File: config.mk
export PLATFORM = sky130hd
export DESIGN_NAME = fsor_top
export DESIGN_NICKNAME = d
export VERILOG_FILES = /design/src/rtl/fsor_divider.v /design/src/rtl/fsor_top.v
export VERILOG_INCLUDE_DIRS = /design/src /design/src/rtl
export SDC_FILE = /design/constraint.sdc
export NUM_CORES = 1
export LEC_CHECK = 0
export BUFFER_PORTS_ARGS = -buffer_cell sky130_fd_sc_hd__buf_2
export CAP_MARGIN = 20
export CORE_UTILIZATION = 57
export CTS_BUF_LIST = sky130_fd_sc_hd__clkbuf_8 sky130_fd_sc_hd__clkbuf_16
export CTS_CLUSTER_SIZE = 14
export DETAILED_ROUTE_END_ITERATION = 8
export GPL_TIMING_DRIVEN = 0
export PLACE_DENSITY_LB_ADDON = 0.15
export SLEW_MARGIN = 20
export SYNTH_ARGS = -nofsm -noshare
export SYNTH_HDL_FRONTEND = slang
export SYNTH_SLANG_ARGS = --single-unit
File: constraint.sdc
create_clock -name mclk -period 5.38 [get_ports mclk]
set_clock_uncertainty 0.1 [all_clocks]
set_input_delay 0 -clock mclk [delete_from_list [all_inputs] [get_ports mclk]]
set_output_delay 0 -clock mclk [all_outputs]
set_load 0.01 [all_outputs]
File: src/rtl/fsor_defs.vh
// Constants for the fixed-purpose outputs and redundancy control block.
// Assumes path clock ticks arrive as one-cycle enables synchronous to mclk.
`ifndef FSOR_DEFS_VH
`define FSOR_DEFS_VH

// Rate of the synthesis-block input clock ticks, in kHz.
`define FSOR_SRC_KHZ 16384
// Output rates in kHz.
`define FSOR_COMPOSITE_KHZ 64
`define FSOR_DS1_KHZ 1544
`define FSOR_E1_KHZ 2048
`define FSOR_SYNC_8K_KHZ 8
`define FSOR_SYNC_2K_KHZ 2
// Frame periods in microseconds.
`define FSOR_SYNC_8K_PERIOD_US 125
`define FSOR_SYNC_2K_PERIOD_US 500
// Accumulator width of the line-rate synthesiser.
`define FSOR_NCO_W 24
// Width of the frame counter, enough for one 2 kHz period of ticks.
`define FSOR_FRAME_W 13
// Width of the composite clock divider.
`define FSOR_DIV_W 12
// Select and strap encodings.
`define FSOR_SEL_SECONDARY 1'b0
`define FSOR_SEL_PRIMARY 1'b1
`define FSOR_ROLE_SLAVE 1'b0
`define FSOR_ROLE_MASTER 1'b1
`define FSOR_RATE_DS1 1'b0
`define FSOR_RATE_E1 1'b1
// Values forced in slave role.
`define FSOR_SLAVE_PRIORITY 4'h1
`define FSOR_SLAVE_BUILDOUT 1'b0
`define FSOR_SLAVE_REVERTIVE_SWITCHING_ENABLE 1'b1
// Reset values.
`define FSOR_RST_PRIORITY 4'h0
`define FSOR_RST_BW 8'h00

`endif

File: src/rtl/fsor_divider.v
// Divide-by-2N square clock generator driven by a tick enable.
// Assumes tick is a one-cycle enable synchronous to mclk.
module fsor_divider #(
   parameter W = 12
) (
   input wire mclk,
   input wire resetn,
   input wire tick,
   input wire [W-1:0] half_count,
   output reg clk_out
);

   reg [W-1:0] count;

   always @(posedge mclk or negedge resetn) begin
      if (!resetn) begin
         count <= {W{1'b0}};
         clk_out <= 1'b0;
      end else if (tick) begin
         // Integer division only, so edges land exactly on source ticks.
         if (count >= half_count - {{(W-1){1'b0}}, 1'b1}) begin
            count <= {W{1'b0}};
            clk_out <= ~clk_out;
         end else begin
            count <= count + {{(W-1){1'b0}}, 1'b1};
         end
      end
   end

endmodule

File: src/rtl/fsor_top.v
// Fixed-purpose output clocks, frame syncs and redundancy role forcing.
// Assumes all inputs are synchronous to mclk; path clocks arrive as
// one-cycle tick enables from the two DPLL synthesis blocks.
`include "fsor_defs.vh"

module fsor_top #(
   parameter SRC_KHZ = `FSOR_SRC_KHZ,
   parameter BW_W = 8
) (
   input wire mclk,
   input wire resetn,
   input wire primary_path_tick,
   input wire secondary_path_tick,
   input wire primary_ref_frame,
   input wire secondary_ref_valid,
   input wire third_general_output_clock,
   input wire fixed_outputs_path_select,
   input wire auto_squelch_enable,
   input wire line_rate_output_enable,
   input wire secondary_path_rate_select,
   input wire primary_path_rate_select,
   input wire sync_8k_output_enable,
   input wire sync_2k_output_enable,
   input wire sync_8k_pulse_mode,
   input wire sync_8k_invert,
   input wire sync_2k_pulse_mode,
   input wire sync_2k_invert,
   input wire role_strap,
   input wire [3:0] cross_input_priority,
   input wire phase_buildout_enable,
   input wire revertive_switching_enable,
   input wire [BW_W-1:0] locked_bandwidth_setting,
   input wire [BW_W-1:0] acquisition_bandwidth_setting,
   output reg composite_clock_output,
   output reg line_rate_clock_output,
   output reg frame_sync_8k_output,
   output reg frame_sync_2k_output,
   output reg role_strap_status,
   output reg [3:0] cross_input_priority_eff,
   output reg phase_buildout_enable_eff,
   output reg revertive_switching_enable_eff,
   output reg [BW_W-1:0] primary_bandwidth_eff
);

   localparam NW = `FSOR_NCO_W;
   localparam FW = `FSOR_FRAME_W;
   localparam DW = `FSOR_DIV_W;

   // Half period of the composite clock in source ticks.
   localparam [31:0] COMPOSITE_HALF_W =
      SRC_KHZ / (2 * `FSOR_COMPOSITE_KHZ);
   localparam [DW-1:0] COMPOSITE_HALF = COMPOSITE_HALF_W[DW-1:0];
   // Frame periods in source ticks, cut to the counter width on purpose.
   localparam [31:0] PERIOD_8K_W = SRC_KHZ / `FSOR_SYNC_8K_KHZ;
   localparam [31:0] HALF_8K_W = SRC_KHZ / (2 * `FSOR_SYNC_8K_KHZ);
   localparam [31:0] PERIOD_2K_M1_W =
      SRC_KHZ * `FSOR_SYNC_2K_PERIOD_US / 1000 - 1;
   localparam [31:0] HALF_2K_W = SRC_KHZ / (2 * `FSOR_SYNC_2K_KHZ);
   localparam [FW-1:0] PERIOD_8K = PERIOD_8K_W[FW-1:0];
   localparam [FW-1:0] HALF_8K = HALF_8K_W[FW-1:0];
   localparam [FW-1:0] PERIOD_2K_M1 = PERIOD_2K_M1_W[FW-1:0];
   localparam [FW-1:0] HALF_2K = HALF_2K_W[FW-1:0];
   // Phase increments of the line-rate synthesiser.
   localparam [63:0] DS1_INC_W =
      (64'd1544 << NW) / SRC_KHZ;
   localparam [63:0] E1_INC_W =
      (64'd2048 << NW) / SRC_KHZ;
   localparam [NW-1:0] DS1_INC = DS1_INC_W[NW-1:0];
   localparam [NW-1:0] E1_INC = E1_INC_W[NW-1:0];

   // Pulse shaper states.
   localparam [1:0] PS_IDLE = 2'b00;
   localparam [1:0] PS_ARMED = 2'b01;
   localparam [1:0] PS_LOW = 2'b10;

   // Source selection for the composite and line-rate outputs.
   reg src_tick;
   reg rate_e1;
   reg squelch;
   reg [NW-1:0] nco_inc;

   always @* begin
      if (fixed_outputs_path_select == `FSOR_SEL_PRIMARY) begin
         src_tick = primary_path_tick;
         rate_e1 = primary_path_rate_select;
      end else begin
         src_tick = secondary_path_tick;
         rate_e1 = secondary_path_rate_select;
      end
      nco_inc = (rate_e1 == `FSOR_RATE_E1) ? E1_INC : DS1_INC;
   end

   always @* begin
      squelch = (fixed_outputs_path_select == `FSOR_SEL_SECONDARY) &&
         auto_squelch_enable && !secondary_ref_valid;
   end

   wire composite_raw;

   fsor_divider #(
      .W(DW)
   ) u_composite_div (
      .mclk(mclk),
      .resetn(resetn),
      .tick(src_tick),
      .half_count(COMPOSITE_HALF),
      .clk_out(composite_raw)
   );

   // phase accumulator synthesis
   // The DS1 rate is not an integer fraction of the source, so its edges
   // carry up to one source tick of jitter; that is the price of
   // reaching both line rates from one source.
   reg [NW-1:0] nco_acc;

   always @(posedge mclk or negedge resetn) begin
      if (!resetn) begin
         nco_acc <= {NW{1'b0}};
      end else if (src_tick) begin
         nco_acc <= nco_acc + nco_inc;
      end
   end

   always @(posedge mclk or negedge resetn) begin
      if (!resetn) begin
         composite_clock_output <= 1'b0;
         line_rate_clock_output <= 1'b0;
      end else begin
         composite_clock_output <= squelch ? 1'b0 : composite_raw;
         line_rate_clock_output <= (squelch || !line_rate_output_enable)
            ? 1'b0 : nco_acc[NW-1];
      end
   end

   // Effective role settings.
   wire is_slave = (role_strap == `FSOR_ROLE_SLAVE);

   always @(posedge mclk or negedge resetn) begin
      if (!resetn) begin
         role_strap_status <= `FSOR_ROLE_SLAVE;
         cross_input_priority_eff <= `FSOR_RST_PRIORITY;
         phase_buildout_enable_eff <= `FSOR_SLAVE_BUILDOUT;
         revertive_switching_enable_eff <= `FSOR_SLAVE_REVERTIVE_SWITCHING_ENABLE;
         primary_bandwidth_eff <= {BW_W{1'b0}};
      end else begin
         role_strap_status <= role_strap;
         if (is_slave) begin
            cross_input_priority_eff <= `FSOR_SLAVE_PRIORITY;
            phase_buildout_enable_eff <= `FSOR_SLAVE_BUILDOUT;
            revertive_switching_enable_eff <= `FSOR_SLAVE_REVERTIVE_SWITCHING_ENABLE;
            primary_bandwidth_eff <= acquisition_bandwidth_setting;
         end else begin
            cross_input_priority_eff <= cross_input_priority;
            phase_buildout_enable_eff <= phase_buildout_enable;
            revertive_switching_enable_eff <= revertive_switching_enable;
            primary_bandwidth_eff <= locked_bandwidth_setting;
         end
      end
   end

   // Frame counter on the primary path; one counter serves both syncs
   // so the 8 kHz and 2 kHz falling edges coincide.
   reg [FW-1:0] frame_count;
   reg [FW-1:0] next_frame_count;
   wire [FW-1:0] count_8k = frame_count % PERIOD_8K;
   reg realign;

   // reference phase alignment
   // Build-out hides reference phase, so realignment only happens
   // while it is effectively off.
   always @* begin
      realign = primary_ref_frame && !phase_buildout_enable_eff;
      if (realign) begin
         next_frame_count = {FW{1'b0}};
      end else if (!primary_path_tick) begin
         next_frame_count = frame_count;
      end else if (frame_count == PERIOD_2K_M1) begin
         next_frame_count = {FW{1'b0}};
      end else begin
         next_frame_count = frame_count + {{(FW-1){1'b0}}, 1'b1};
      end
   end

   always @(posedge mclk or negedge resetn) begin
      if (!resetn) begin
         frame_count <= {FW{1'b0}};
      end else begin
         frame_count <= next_frame_count;
      end
   end

   // shared falling edge
   // Square forms are low in the first half so both fall at count zero.
   wire sq_8k = (count_8k >= HALF_8K);
   wire sq_2k = (frame_count >= HALF_2K);
   wire frame_moves = primary_path_tick || realign;
   wire mark_8k = frame_moves &&
      (next_frame_count % PERIOD_8K == {FW{1'b0}}) &&
      (next_frame_count != frame_count);
   wire mark_2k = frame_moves && (next_frame_count == {FW{1'b0}}) &&
      (next_frame_count != frame_count);

   // Third output clock edge detect; it is a synchronous input.
   reg oc3_prev;
   wire oc3_rise = third_general_output_clock && !oc3_prev;

   always @(posedge mclk or negedge resetn) begin
      if (!resetn) begin
         oc3_prev <= 1'b0;
      end else begin
         oc3_prev <= third_general_output_clock;
      end
   end

   // Pulse shapers: a frame mark arms, the next third-clock rising edge
   // starts the low pulse, the one after ends it.
   reg [1:0] ps_8k;
   reg [1:0] ps_2k;
   reg [1:0] next_ps_8k;
   reg [1:0] next_ps_2k;

   always @* begin
      case (ps_8k)
         PS_IDLE: begin
            next_ps_8k = mark_8k ? PS_ARMED : PS_IDLE;
         end
         PS_ARMED: begin
            next_ps_8k = oc3_rise ? PS_LOW : PS_ARMED;
         end
         PS_LOW: begin
            // A new mark is kept only if it comes with the rise that ends the low pulse.
            if (oc3_rise) begin
               next_ps_8k = mark_8k ? PS_ARMED : PS_IDLE;
            end else begin
               next_ps_8k = PS_LOW;
            end
         end
         default: begin
            next_ps_8k = PS_IDLE;
         end
      endcase
   end

   always @* begin
      case (ps_2k)
         PS_IDLE: begin
            next_ps_2k = mark_2k ? PS_ARMED : PS_IDLE;
         end
         PS_ARMED: begin
            next_ps_2k = oc3_rise ? PS_LOW : PS_ARMED;
         end
         PS_LOW: begin
            if (oc3_rise) begin
               next_ps_2k = mark_2k ? PS_ARMED : PS_IDLE;
            end else begin
               next_ps_2k = PS_LOW;
            end
         end
         default: begin
            next_ps_2k = PS_IDLE;
         end
      endcase
   end

   always @(posedge mclk or negedge resetn) begin
      if (!resetn) begin
         ps_8k <= PS_IDLE;
         ps_2k <= PS_IDLE;
      end else begin
         ps_8k <= next_ps_8k;
         ps_2k <= next_ps_2k;
      end
   end

   reg level_8k;
   reg level_2k;

   always @* begin
      if (sync_8k_pulse_mode) begin
         level_8k = (ps_8k != PS_LOW);
      end else begin
         level_8k = sq_8k;
      end
      if (sync_2k_pulse_mode) begin
         level_2k = (ps_2k != PS_LOW);
      end else begin
         level_2k = sq_2k;
      end
   end

   always @(posedge mclk or negedge resetn) begin
      if (!resetn) begin
         frame_sync_8k_output <= 1'b0;
         frame_sync_2k_output <= 1'b0;
      end else begin
         frame_sync_8k_output <= sync_8k_output_enable &
            (level_8k ^ sync_8k_invert);
         frame_sync_2k_output <= sync_2k_output_enable &
            (level_2k ^ sync_2k_invert);
      end
   end

endmodule

Word level (Yosys, flattened, before mapping):

Index checks and enable logic that the tools add are counted.

* register bits: 74
* output and inout port bits: 19
* word-level logic and storage cells: 77
* input bits: 41

* reductions and logical operators: 19
* eq/ne operators: 8
* order comparisons: 3
* $add $sub $neg: 3
* bitwise logic cells: 6
* mux-type cells: 22

Operator list (count)
* $mux W13: 3
* $logic_not A13 Y1: 2
* $add A24 B22 Y24: 1
* $mux W22: 1
* $add A13 B1 Y13 const B: 1
* $eq A13 B13 Y1 const B: 1
* $ge A13 B13 Y1 const B: 1
* $ne A13 B13 Y1: 1
* $add A12 B1 Y12 const B: 1
* $ge A12 B7 Y1 const B: 1
* $mux W12: 1
* $pmux W2 S3: 2
* $ge A11 B11 Y1 const B: 1
* $mux W1: 10
* $logic_and A1 B1 Y1: 8
* $mux W8: 1
* $mux W2: 3
* $eq A2 B1 Y1 const B: 2
* $eq A2 B2 Y1 const B: 2
* $logic_not A1 Y1: 4
* $logic_not A2 Y1: 2
* $mux W4: 1
* $ne A2 B2 Y1 const B: 2
* $and A1 B1 Y1: 2
* 4 further kinds: 7

Depth between registers and ports, before layout:

Gate-level depths: netlist of run 1.

* depth in word-level cells: 10
* gate-level depth with buffers: 9
* mapped depth without buffers: 9

By module:

Synthesis of run 1 repeated with hierarchy kept, for this count alone.

* cells, all modules: 353
* area total of the unflattened synthesis: 3540.9 um^2

Modules (own cells, without submodules)
* fsor_top: instances 1, sequential area each 1202.4 um^2, area each 2453.6 um^2, cells each 232
* fsor_divider: instances 1, sequential area each 325.3 um^2, area each 1087.3 um^2, cells each 121

Worst setup path before layout of run 1:

No wires, ideal clock.

* path kind: reg2reg
* start point: register frame_count[0]
* end point: register ps_2k[0]
* setup slack: 3.336 ns
* buffers on the path: 0
* setup time: 0.066 ns
* data required time: 5.214 ns
* arrival: 1.879 ns
* period minus slack after synthesis: 2.044 ns
* cell stages (with the launch flop): 8
* cell sequence: dfrtp_1 > ha_1 > nand4_4 > nor3_1 > a21oi_1 > a221o_1 > a221oi_2 > a31o_1

* word-level cells in the longest chain between the ends: 10

RTL lines
* from (decl): line fsor_top.v:163 `reg [FW-1:0] frame_count;`
* from (signal assigned): line fsor_top.v:186 `frame_count <= {FW{1'b0}};`
* from (signal assigned): line fsor_top.v:188 `frame_count <= next_frame_count;`
* $add A13 B1 Y13 or $eq A13 B13 Y1 (tied branches): line fsor_top.v:180, fsor_top.v:177
* $mux W13: line fsor_top.v:177 `end else if (frame_count == PERIOD_2K_M1) begin`
* $mux W13: line fsor_top.v:175 `end else if (!primary_path_tick) begin`
* $mux W13: line fsor_top.v:173 `if (realign) begin`
* $logic_not A13 Y1: line fsor_top.v:200 `wire mark_2k = frame_moves && (next_frame_count == {FW{1'b0}}) &&`
* $logic_and A1 B1 Y1: line fsor_top.v:200
* $logic_and A1 B1 Y1 *: line fsor_top.v:200
* $mux W1 *: line fsor_top.v:247, fsor_top.v:254
* $mux W2: line fsor_top.v:253 `if (oc3_rise) begin`
* $pmux W2 S3 *: line fsor_top.v:245 `case (ps_2k)`
* via next_ps_2k[0]: line fsor_top.v:220 `reg [1:0] next_ps_2k;`
* to (signal assigned): line fsor_top.v:271 `ps_2k <= next_ps_2k;`
* to (decl): line fsor_top.v:218 `reg [1:0] ps_2k;`

Mark *: on every way through the listed nets, which the timed path passes. The rest lies on a longest branch.
A chain may end at the register's enable or synchronous reset.

Final worst setup path of run 1:

Ends and elaborated chain as after synthesis.

==> key figures, run 1 <==
Worst setup path
  • Reg2reg start: frame_count[0]$_DFF_PN0_
  • CP Capture Type: flip-flop
  • Crit path launch type: flip-flop
  • CP Launch Point: frame_count[0]$_DFF_PN0_
  • Crit-path max FO: 6
  • WP data arrival: ~2.5 ns
  • Required @ worst endpoint: 5.55 ns
  • Crit Path Class: reg -> reg

Route
  • Residual DRC: 0
  • Routed vias/inst: 5.393
  • Total Wirelength: approximately 7000 um
  • Antenna-violating nets left: 0
  • Pre-antenna DRT Iters: 4
  • Routed len/inst: about 15 um
  • Via count: ~2,500
  • 1st-iter DRT viols: between 100 and 150

Synth
  • Syn_nets: 340
  • FFs w/ async S/R, synth: 100.0%
  • Synth Area per Inst: about 10 um2
  • Largest family of logic cells by synthesized area: simple AND/OR/NAND/NOR gates
  • Post-synthesis cell type count: 47
  • Top-area cell type share of the netlist area: about half
  • Synthesis Warnings: 0
  • Post-synthesis adder-cell area fraction: 2.933%
  • Simple-gate portion of the synthesized area: between 20% and 30%
  • Yosys top cell by area: dfrtp_1
  • Most common cell in the netlist: dfrtp_1
  • #FFs+latches synth: 61
  • Post-synth EDFFs: 0
  • Multiplexer area fraction after synthesis: under 10%
  • Share of the yosys chip area belonging to registers: 51.15%
  • Top cells by area, synth: dfrtp_1 50%, xnor2_1 4.7%, nand2_1 4.5%
  • Mapped Cells: 292
  • Post-Syn Area: ~0.0030 mm2
  • Post-synthesis xor/xnor area fraction: under 10%
  • Most frequent cells after synthesis: 60 x dfrtp_1, 36 x nand2_1, 35 x nor2_1
  • Compound-Gate Fraction of Synth Area: under 10%
  • Most used flip-flop cell after synthesis: dfrtp_1

Clocking
  • Clock-pin slew on the worst setup and hold paths: around 0.070 ns
  • Clk Tree Root Cell: clkbuf_8
  • CTS max path bufs: 2
  • Number of hold buffers added after CTS: 34
  • H-Tree Level Count: 3
  • Skew-Pair Late Insertion Delay: 0.34 ns
  • Cts bufs inserted: 9
  • Post-CTS Setup Bufs: 0
  • CTS sink cnt: 61
  • Post-cts gate resize count: 0
  • CTS tree: built

Layout
  • Ratio of cells with drive above 1 in the final layout: between 20% and 30%
  • Non-filler cells, final: 468
  • Nets: 444
  • Finished Cell Area: approximately 0.0040 mm2
  • # diodes: 0
  • Layout area overhead: 32.34%

Power and ir drop
  • Part of the power in registers: between 40% and 50%
  • Int Power: 0.9993 mW
  • Switching fraction of total power: between 20% and 30%
  • PD cells: between 300 and 400 mW/mm2
  • Comb pwr share: 20.9%
  • Leak pwr: around 1.8 nW
  • Net switching power: 0.3816 mW
  • VDD IR-drop max: 316.4 uV
  • Clock network fraction of total power: a little over a third

Die
  • I/O pin count: 60
  • Die Wd: approximately 74 um
  • Core area: 0.004880 mm2
  • Initial Util: 61.21%
  • Die area: roughly 0.0055 mm2
  • Die H: approximately 74 um
  • Row cnt: 25

STA
  • Post-route clock period utilization: about 43%
  • Fmax: roughly 0.43 GHz
  • Hold Vio Cnt, Final: 0
  • Tightest Pin Transition: roughly 0.74 ns
  • Post-route minimum period: between 2 and 2.5 ns
  • Setup tns final: 0 ns
  • Final setup violation count: 0
  • Max-slew violations: 0
  • Unrepaired setup endpoints after global routing: false
  • Slew Limit Headroom: 50.55%

Placed design
  • Gpl congestion: 0.8082
  • Dpl cells: between 400 and 500
  • Port Buffers: 59
  • Placed cell area: between 0.003 and 0.004 mm2
  • DP HPWL: roughly 4100 um

Global route
  • Vias in the first global route: ~2,600
  • Global-route wire length before repair: between 10,000 and 15,000 um
  • Initial antenna violation count: 0
  • Global route overflow: 0
  • Largest net degree at the start of global routing: between 60 and 70
  • GRT Util Overall: 28.78%

Min path
  • Hold wc startpoint: secondary_path_tick
  • Hold Path Class: in -> reg

Run status
  • Status: finished, final reports clean

Job
  • # Max-Cap Violations: 0
-- cells by family (layout without fill, tap and decap cells) --
family,count (synthesis),count (layout)
AO/OA/AOI/OAI,42,42
buffers and inverters,15,124
multiplexers,14,14
AND/OR/NAND/NOR,127,127
flip-flops,61,61
adder cells (fa/ha/maj),7,7
XOR/XNOR,26,26
-- sequential cells by signal, summed over array words and instances (netlist names) --
register,flops
cross_input_priority_eff,4
role_strap_status,1
phase_buildout_enable_eff,1
ps_2k,2
frame_sync_8k_output,1
u_composite_div.count,12
primary_bandwidth_eff,8
line_rate_clock_output,1
ps_8k,2
composite_clock_output,1
revertive_switching_enable_eff,1
oc3_prev,1
u_composite_div.clk_out,1
frame_count,13
nco_acc,11
frame_sync_2k_output,1
-- path summary, 6_finish.rpt --
check / cells after the start / slack (ns) / end
max: 7 / 3.05 / ps_2k[0]$_DFF_PN0_
min: 4 / 0.12 / nco_acc[22]$_DFFE_PN0P_
max reg2reg: 7 / 3.05 / ps_2k[0]$_DFF_PN0_
min reg2reg: 1 / 0.38 / u_composite_div.clk_out$_DFFE_PN0P_
max in group asynchronous: 2 / 4.51 / nco_acc[14]$_DFFE_PN0P_
min in group asynchronous: 2 / 0.17 / cross_input_priority_eff[2]$_DFF_PN0_
-- per-layer routing --
| layer | vias up | part of all wire [%] | GRT usage, % |
|---|---|---|---|
| met3 | 16 | 4.3 | 5.827 |
| met2 | 81 | 54 | 52.75 |
| li1 | 1212 | - | - |
| met5 | - | 0 | 0 |
| met1 | 1215 | 39 | 30.59 |
| met4 | 0 | 2.5 | 16.35 |
-- worst max-delay path: stages, from the launching register on --
cell,delay (ns)
dfrtp_1,0.46
ha_1,0.33
nand4_4,0.19
nor2_4,0.20
a21oi_1,0.09
a221o_1,0.37
a221oi_2,0.33
a31o_1,0.19
-- stage by stage --
stage | util (%) | hold slack (ns) | worst slack [ns] | power, mW
floorplan | - | -0.3956 | 3.336 | 0.7746
global placement | 68.97 | 0.02094 | 3.125 | 0.8408
detailed placement | 69.03 | 0.01666 | 3.074 | 0.8567
CTS | 81.00 | 0.1186 | 3.050 | 1.368
global route | 81.00 | 0.1521 | 2.947 | 1.451
finish | 81.00 | 0.1204 | 3.051 | 1.381
-- power by group through the flow --
stage / logic [mW] / registers (mW) / clock network, mW
3_5_place_dp: 0.252 / 0.605 / 0
4_1_cts: 0.280 / 0.597 / 0.491
2_1_floorplan: 0.176 / 0.598 / 0
5_1_grt: 0.322 / 0.611 / 0.518
3_3_place_gp: 0.241 / 0.600 / 0
6_report: 0.289 / 0.603 / 0.489
-- final cells by class --
| cell class | count | area (um2) |
|---|---|---|
| fillers | 312 | 927.1 |
| repair buffers | 93 | 638.1 |
| plain buffers | 12 | 63.81 |
| clock buffers | 13 | 178.9 |
| well taps | 67 | 83.83 |
| inverters | 3 | 11.26 |
| multi-input cells | 216 | 1384 |
| flip-flops and latches | 61 | 1528 |
| clock inverters | 3 | 65.06 |
-- cells in the final DEF, fill, tap and decap left out, drive strengths merged, types with 10 or more instances in the layout --
cell type,netlist,layout
nand2,36,36
nor2,36,36
nand3,11,11
and2,10,10
dlygate4sd3,0,34
buf,8,67
xor2,10,10
xnor2,16,16
o21ai,12,12
clkbuf,4,17
dfrtp,60,60
(Power assumes the default switching activity.)
==> inputs of run 2 (changes only) <==
CORE_UTILIZATION = 55   (was 57)
clock period = 2.4 ns   (was 5.38 ns; I/O delays follow)
==> run 2 against run 1 <==
Highest routed layer unchanged. Worst hold slack better by 0.00060 ns. Largest power group unchanged. Non-clock buffer count stayed put. Critical path depth stayed put. Global-route usage is 4.0 points lower. Sequential cell count stayed put. Utilization is 4.8 points lower. Die area is 3.5% higher. Setup slack worse by 2.9 ns. First-iteration DRC count is 5.7% lower. Final cell count is 0.64% higher. Register-to-register slack worse by 2.9 ns.
==> key figures, run 2 (same netlist as run 1, synthesis figures left out) <==
Run status
  • Status: finished, final reports clean

Power and ir drop
  • Comb pwr share: about a fifth
  • Leak pwr: between 1.5 and 2 nW
  • Part of the power in registers: 44.8%
  • VDD IR-drop max: 578.0 uV
  • Power, Total: ~3.0 mW
  • Net switching power: roughly 0.8 mW
  • Clock network fraction of total power: between 30 and 40%
  • Switching fraction of total power: about 27%
  • PD cells: 759.7 mW/mm2
  • Int Power: roughly 2.2 mW

Layout
  • # diodes: 0
  • Most common cell after layout, fill and taps aside: buf_2
  • Largest register by flop count: frame_count
  • Post-layout util: roughly 76%
  • Largest regs: frame_count: 13 flops, u_composite_div.count: 12 flops, nco_acc: 11 flops
  • Layout area overhead: 31.96%
  • Most frequent cells in the layout: 64 x buf_2, 59 x dfrtp_1, 36 x nand2_1
  • Nets: 444
  • Layout fillers: approximately 340
  • Largest register FFs: 13
  • Non-filler cells, final: 471
  • Ratio of cells with drive above 1 in the final layout: between 20 and 30%

Clocking
  • Cts bufs inserted: 9
  • CTS max path bufs: 2
  • CTS tree: built
  • Post-CTS Setup Bufs: 0
  • Clock-pin slew on the worst setup and hold paths: about 0.07 ns
  • Clk Tree Root Cell: clkbuf_8
  • H-Tree Level Count: 3
  • Skew-Pair Late Insertion Delay: between 0.3 and 0.4 ns
  • CTS sink cnt: between 60 and 70

Route
  • Via count: 2,443
  • Antenna-violating nets left: 0
  • Routed vias/inst: about 5.2
  • 1st-iter DRT viols: 132
  • Total Wirelength: about 6500 um
  • Residual DRC: 0
  • Pre-antenna DRT Iters: 4
  • Routed len/inst: 13.88 um

Worst setup path
  • Crit-path max FO: 6
  • Crit Path Class: reg -> reg
  • Crit path launch type: flip-flop
  • Required @ worst endpoint: approximately 2.6 ns
  • WP data arrival: 2.45 ns
  • CP Capture Type: flip-flop

STA
  • Setup tns final: 0 ns
  • Post-route clock period utilization: between 90% and 100%
  • Fmax: between 0.4 and 0.5 GHz
  • Slew Limit Headroom: around half
  • Hold WS: between 0.1 and 0.15 ns
  • Unrepaired setup endpoints after global routing: false
  • Tightest Pin Transition: 0.7536 ns
  • Hold Vio Cnt, Final: 0
  • Final setup violation count: 0
  • Post-route minimum period: between 2 and 2.5 ns
  • Max-slew violations: 0

Die
  • I/O pin count: 60
  • Initial Util: between 50% and 60%
  • Die Wd: around 76 um
  • Die area: around 0.0057 mm2
  • Die H: between 70 and 80 um
  • Row cnt: 26
  • Core area: 0.005172 mm2

Global route
  • Global route overflow: 0
  • Initial antenna violation count: 0
  • GRT Util Overall: approximately a quarter
  • Global-route wire length before repair: between 10,000 and 15,000 um
  • Vias in the first global route: around 2,300
  • Largest net degree at the start of global routing: 62

Placed design
  • Dpl cells: roughly 420
  • DP HPWL: 4077 um
  • Port Buffers: ~60
  • Gpl congestion: between 0.8 and 0.9

Job
  • # Max-Cap Violations: 0

Min path
  • Hold Path Class: in -> reg
run 2: cell count changes in the layout (fill, tap and decap cells not counted), sizes merged:
cell | before | now
clkbuf | 17 | 15
inv | 3 | 4
clkinv | 1 | 2
run 2: final cells by class:
class                           count  area [um2]  share of cell area, %
Clock inverter                      5       73.82                  1.873
Clock buffer                       11       151.4                  3.841
Sequential cell                    61        1529                  38.79
Timing Repair Buffer               93       638.1                  16.19
Inverter                            3       11.26                 0.2857
Multi-Input combinational cell    216        1386                  35.17
Tap cell                           70       87.58                  2.222
Buffer                             12       63.81                  1.619
run 2: metal layers:
layer | GRT usage (%) | vias up | routed length, um
met4 | 12.55 | 0 | 182
met1 | 27.39 | 1144 | 2704
met2 | 44.94 | 63 | 3423
li1 | - | 1214 | -
met5 | 0 | - | 0
met3 | 5.423 | 22 | 228
run 2: timing repair:
action / 4_1_cts / 5_1_grt
hold buffers: 34 / 0
setup endpoints to repair: 0 / 2
hold endpoints to repair: 81 / 0
gates resized for setup: 0 / 2
run 2: critical path: stages (launching register included):
cell and delay, ns:
dfrtp_1 0.44, ha_2 0.29, nand4_4 0.18, nor2_4 0.20
a21oi_1 0.09, a221o_1 0.39, a221oi_2 0.35, a31o_1 0.19
run 2: final timing paths:
kind | start | end | slack (ns) | cells past startpoint
worst min-delay path | secondary_path_tick | nco_acc[22]$_DFFE_PN0P_ | 0.12 | 4
worst max register to register | frame_count[1]$_DFF_PN0_ | ps_2k[0]$_DFF_PN0_ | 0.12 | 7
worst min register to register | u_composite_div.clk_out$_DFFE_PN0P_ | u_composite_div.clk_out$_DFFE_PN0P_ | 0.37 | 1
min in group asynchronous | resetn | frame_count[6]$_DFF_PN0_ | 0.16 | 2
worst max-delay path | frame_count[1]$_DFF_PN0_ | ps_2k[0]$_DFF_PN0_ | 0.12 | 7
max in group asynchronous | resetn | frame_count[0]$_DFF_PN0_ | 1.49 | 2
run 2: power groups by stage:
stage               combinational [mW]  sequential, mW  clock (mW)
floorplan                        0.395            1.34           0
global placement                 0.541            1.35           0
detailed placement               0.566            1.36           0
CTS                              0.627            1.34        1.03
global route                     0.710            1.37        1.08
finish                           0.627            1.34        1.03
run 2: through the flow:
step	cell area [um2]	setup slack (ns)
3_5_place_dp	3372	0.09174
4_1_cts	3938	0.06479
2_1_floorplan	2987	0.3559
5_1_grt	3941	0.01226
3_3_place_gp	3369	0.1346
6_report	3941	0.1237
==> inputs of run 3 (changes only) <==
CORE_MARGIN = 10   (was unset)
PLACE_DENSITY = 0.88   (was unset)
PLACE_DENSITY_LB_ADDON = unset   (was 0.15)
==> run 3 against run 2 <==
Final cell count unchanged. Via count up 1.1%. Clock-buffer cell count is 2 lower. Sequential power about the same. Critical path depth is the same. Total power down 4.7%. Wire length is 6.6% higher. Design area is 0.86% lower. Worst hold slack worse by 0.0049 ns. Utilization decreased by 0.65 points. Highest routed layer unchanged.
==> key figures, run 3 (same netlist as run 1, synthesis figures left out) <==
Run status
  • Status: finished, final reports clean

Placed design
  • Port Buffers: 59
  • Gpl congestion: 0.8768
  • Placed cell area: roughly 0.0034 mm2
  • Setup slack at placement: 0.1583 ns
  • Dpl cells: 421
  • DP HPWL: between 4000 and 5000 um

STA
  • PnR worst setup slack: around 0.23 ns
  • Hold Vio Cnt, Final: 0
  • Setup tns final: 0 ns
  • Unrepaired setup endpoints after global routing: false
  • Tightest Pin Transition: between 0.7 and 0.8 ns
  • Final setup violation count: 0
  • Slew Limit Headroom: 49.72%
  • Hold WS: 0.1161 ns
  • Max-slew violations: 0
  • Fmax: about 0.46 GHz
  • Post-route minimum period: 2.167 ns
  • Post-route clock period utilization: approximately 90%

Layout
  • Non-filler cells, final: 471
  • Layout area overhead: 30.83%
  • Most common cell after layout, fill and taps aside: buf_2
  • Nets: 444
  • Largest regs: frame_count: 13 flops, u_composite_div.count: 12 flops, nco_acc: 11 flops
  • Largest register FFs: 13
  • Layout fillers: about 340
  • Finished Cell Area: 0.003908 mm2
  • Largest register by flop count: frame_count
  • # diodes: 0
  • Post-layout util: 75.54%
  • Most frequent cells in the layout: 64 x buf_2, 58 x dfrtp_1, 36 x nand2_1
  • Ratio of cells with drive above 1 in the final layout: between 20% and 30%

Clocking
  • Cts bufs inserted: 9
  • CTS tree: built
  • CTS max path bufs: 2
  • H-Tree Level Count: 3
  • Skew-Pair Late Insertion Delay: roughly 0.33 ns
  • CTS sink cnt: between 60 and 70
  • Clk Tree Root Cell: clkbuf_8
  • Clock-pin slew on the worst setup and hold paths: around 0.07 ns

Job
  • # Max-Cap Violations: 0

Die
  • Die H: about 94 um
  • Row cnt: 26
  • Initial Util: 57.74%
  • I/O pin count: 60
  • Die Wd: roughly 94 um
  • Die area: approximately 0.009 mm2
  • Core area: 0.005172 mm2

Route
  • Pre-antenna DRT Iters: 4
  • Residual DRC: 0
  • Antenna-violating nets left: 0
  • Via count: 2,471
  • Total Wirelength: roughly 7000 um
  • Routed vias/inst: between 5 and 6
  • 1st-iter DRT viols: 210
  • Routed len/inst: between 10 and 15 um

Worst setup path
  • Required @ worst endpoint: approximately 2.6 ns
  • Crit Path Class: reg -> reg
  • CP Capture Type: flip-flop
  • Crit path launch type: flip-flop
  • Crit-path max FO: 6
  • WP data arrival: roughly 2.3 ns

Global route
  • Global route overflow: 0
  • Vias in the first global route: about 2,600
  • Largest net degree at the start of global routing: between 60 and 70
  • GRT Util Overall: roughly 17%
  • Initial antenna violation count: 0
  • Global-route wire length before repair: between 10,000 and 15,000 um

Power and ir drop
  • Power, Total: between 2 and 3 mW
  • Leak pwr: approximately 1.8 nW
  • VDD IR-drop max: 549.6 uV
  • PD cells: approximately 730 mW/mm2

Min path
  • Hold Path Class: in -> reg
-- run 3: cell types whose count changed in the layout (fill, tap and decap cells not counted), sizes merged --
cell	before	now
bufinv	2	1
clkbuf	15	13
clkinv	2	5
clkinvlp	0	1
inv	4	3
-- run 3: worst max-delay path: stages, from the launching register on --
cell,delay [ns]
dfrtp_2,0.42
ha_2,0.25
nand4_4,0.17
nor3_1,0.22
a21oi_1,0.06
a221o_1,0.37
a221oi_2,0.32
a31o_1,0.18
-- run 3: what timing repair did --
item / in CTS / in global routing
hold buffers: 34 / 0
endpoints found under the setup margin: 0 / 2
gates resized for setup: 0 / 3
setup buffers: 0 / 0
hold endpoints to repair: 81 / 0
-- run 3: final timing paths --
check	startpoint	end	slack (ns)	depth (start not counted)
worst max-delay path	frame_count[0]$_DFF_PN0_	ps_2k[0]$_DFF_PN0_	0.23	7
min in group asynchronous	resetn	frame_count[7]$_DFF_PN0_	0.18	2
max in group asynchronous	resetn	frame_count[1]$_DFF_PN0_	1.48	2
worst min-delay path	secondary_path_tick	nco_acc[22]$_DFFE_PN0P_	0.12	4
worst min register to register	u_composite_div.clk_out$_DFFE_PN0P_	u_composite_div.clk_out$_DFFE_PN0P_	0.37	1
worst max register to register	frame_count[0]$_DFF_PN0_	ps_2k[0]$_DFF_PN0_	0.23	7
-- run 3: area by class of cell --
type	count	area, um2	share of cell area (%)
inverter	3	11.26	0.2882
timing repair buffer	93	638.1	16.33
clock inverter	7	66.31	1.697
buffer	12	63.81	1.633
clock buffer	9	123.9	3.170
multi-input combinational	216	1386	35.48
sequential	61	1530	39.16
tap	70	87.58	2.241
-- run 3: layer usage --
metal / wire, um / vias to the layer above / track usage [%]
met2: 3480 / 61 / 28.40
met4: 184 / 0 / 8.861
li1: - / 1214 / -
met1: 2910 / 1180 / 19.89
met3: 398 / 16 / 5.036
met5: 0 / - / 0
-- run 3: report_power, final --
part | leakage (nW) | total [mW] | switching (mW) | internal, mW
sequential | 0.774 | 1.35 | 0.137 | 1.21
combinational | 0.937 | 0.624 | 0.293 | 0.332
clock | 0.0987 | 0.884 | 0.410 | 0.473
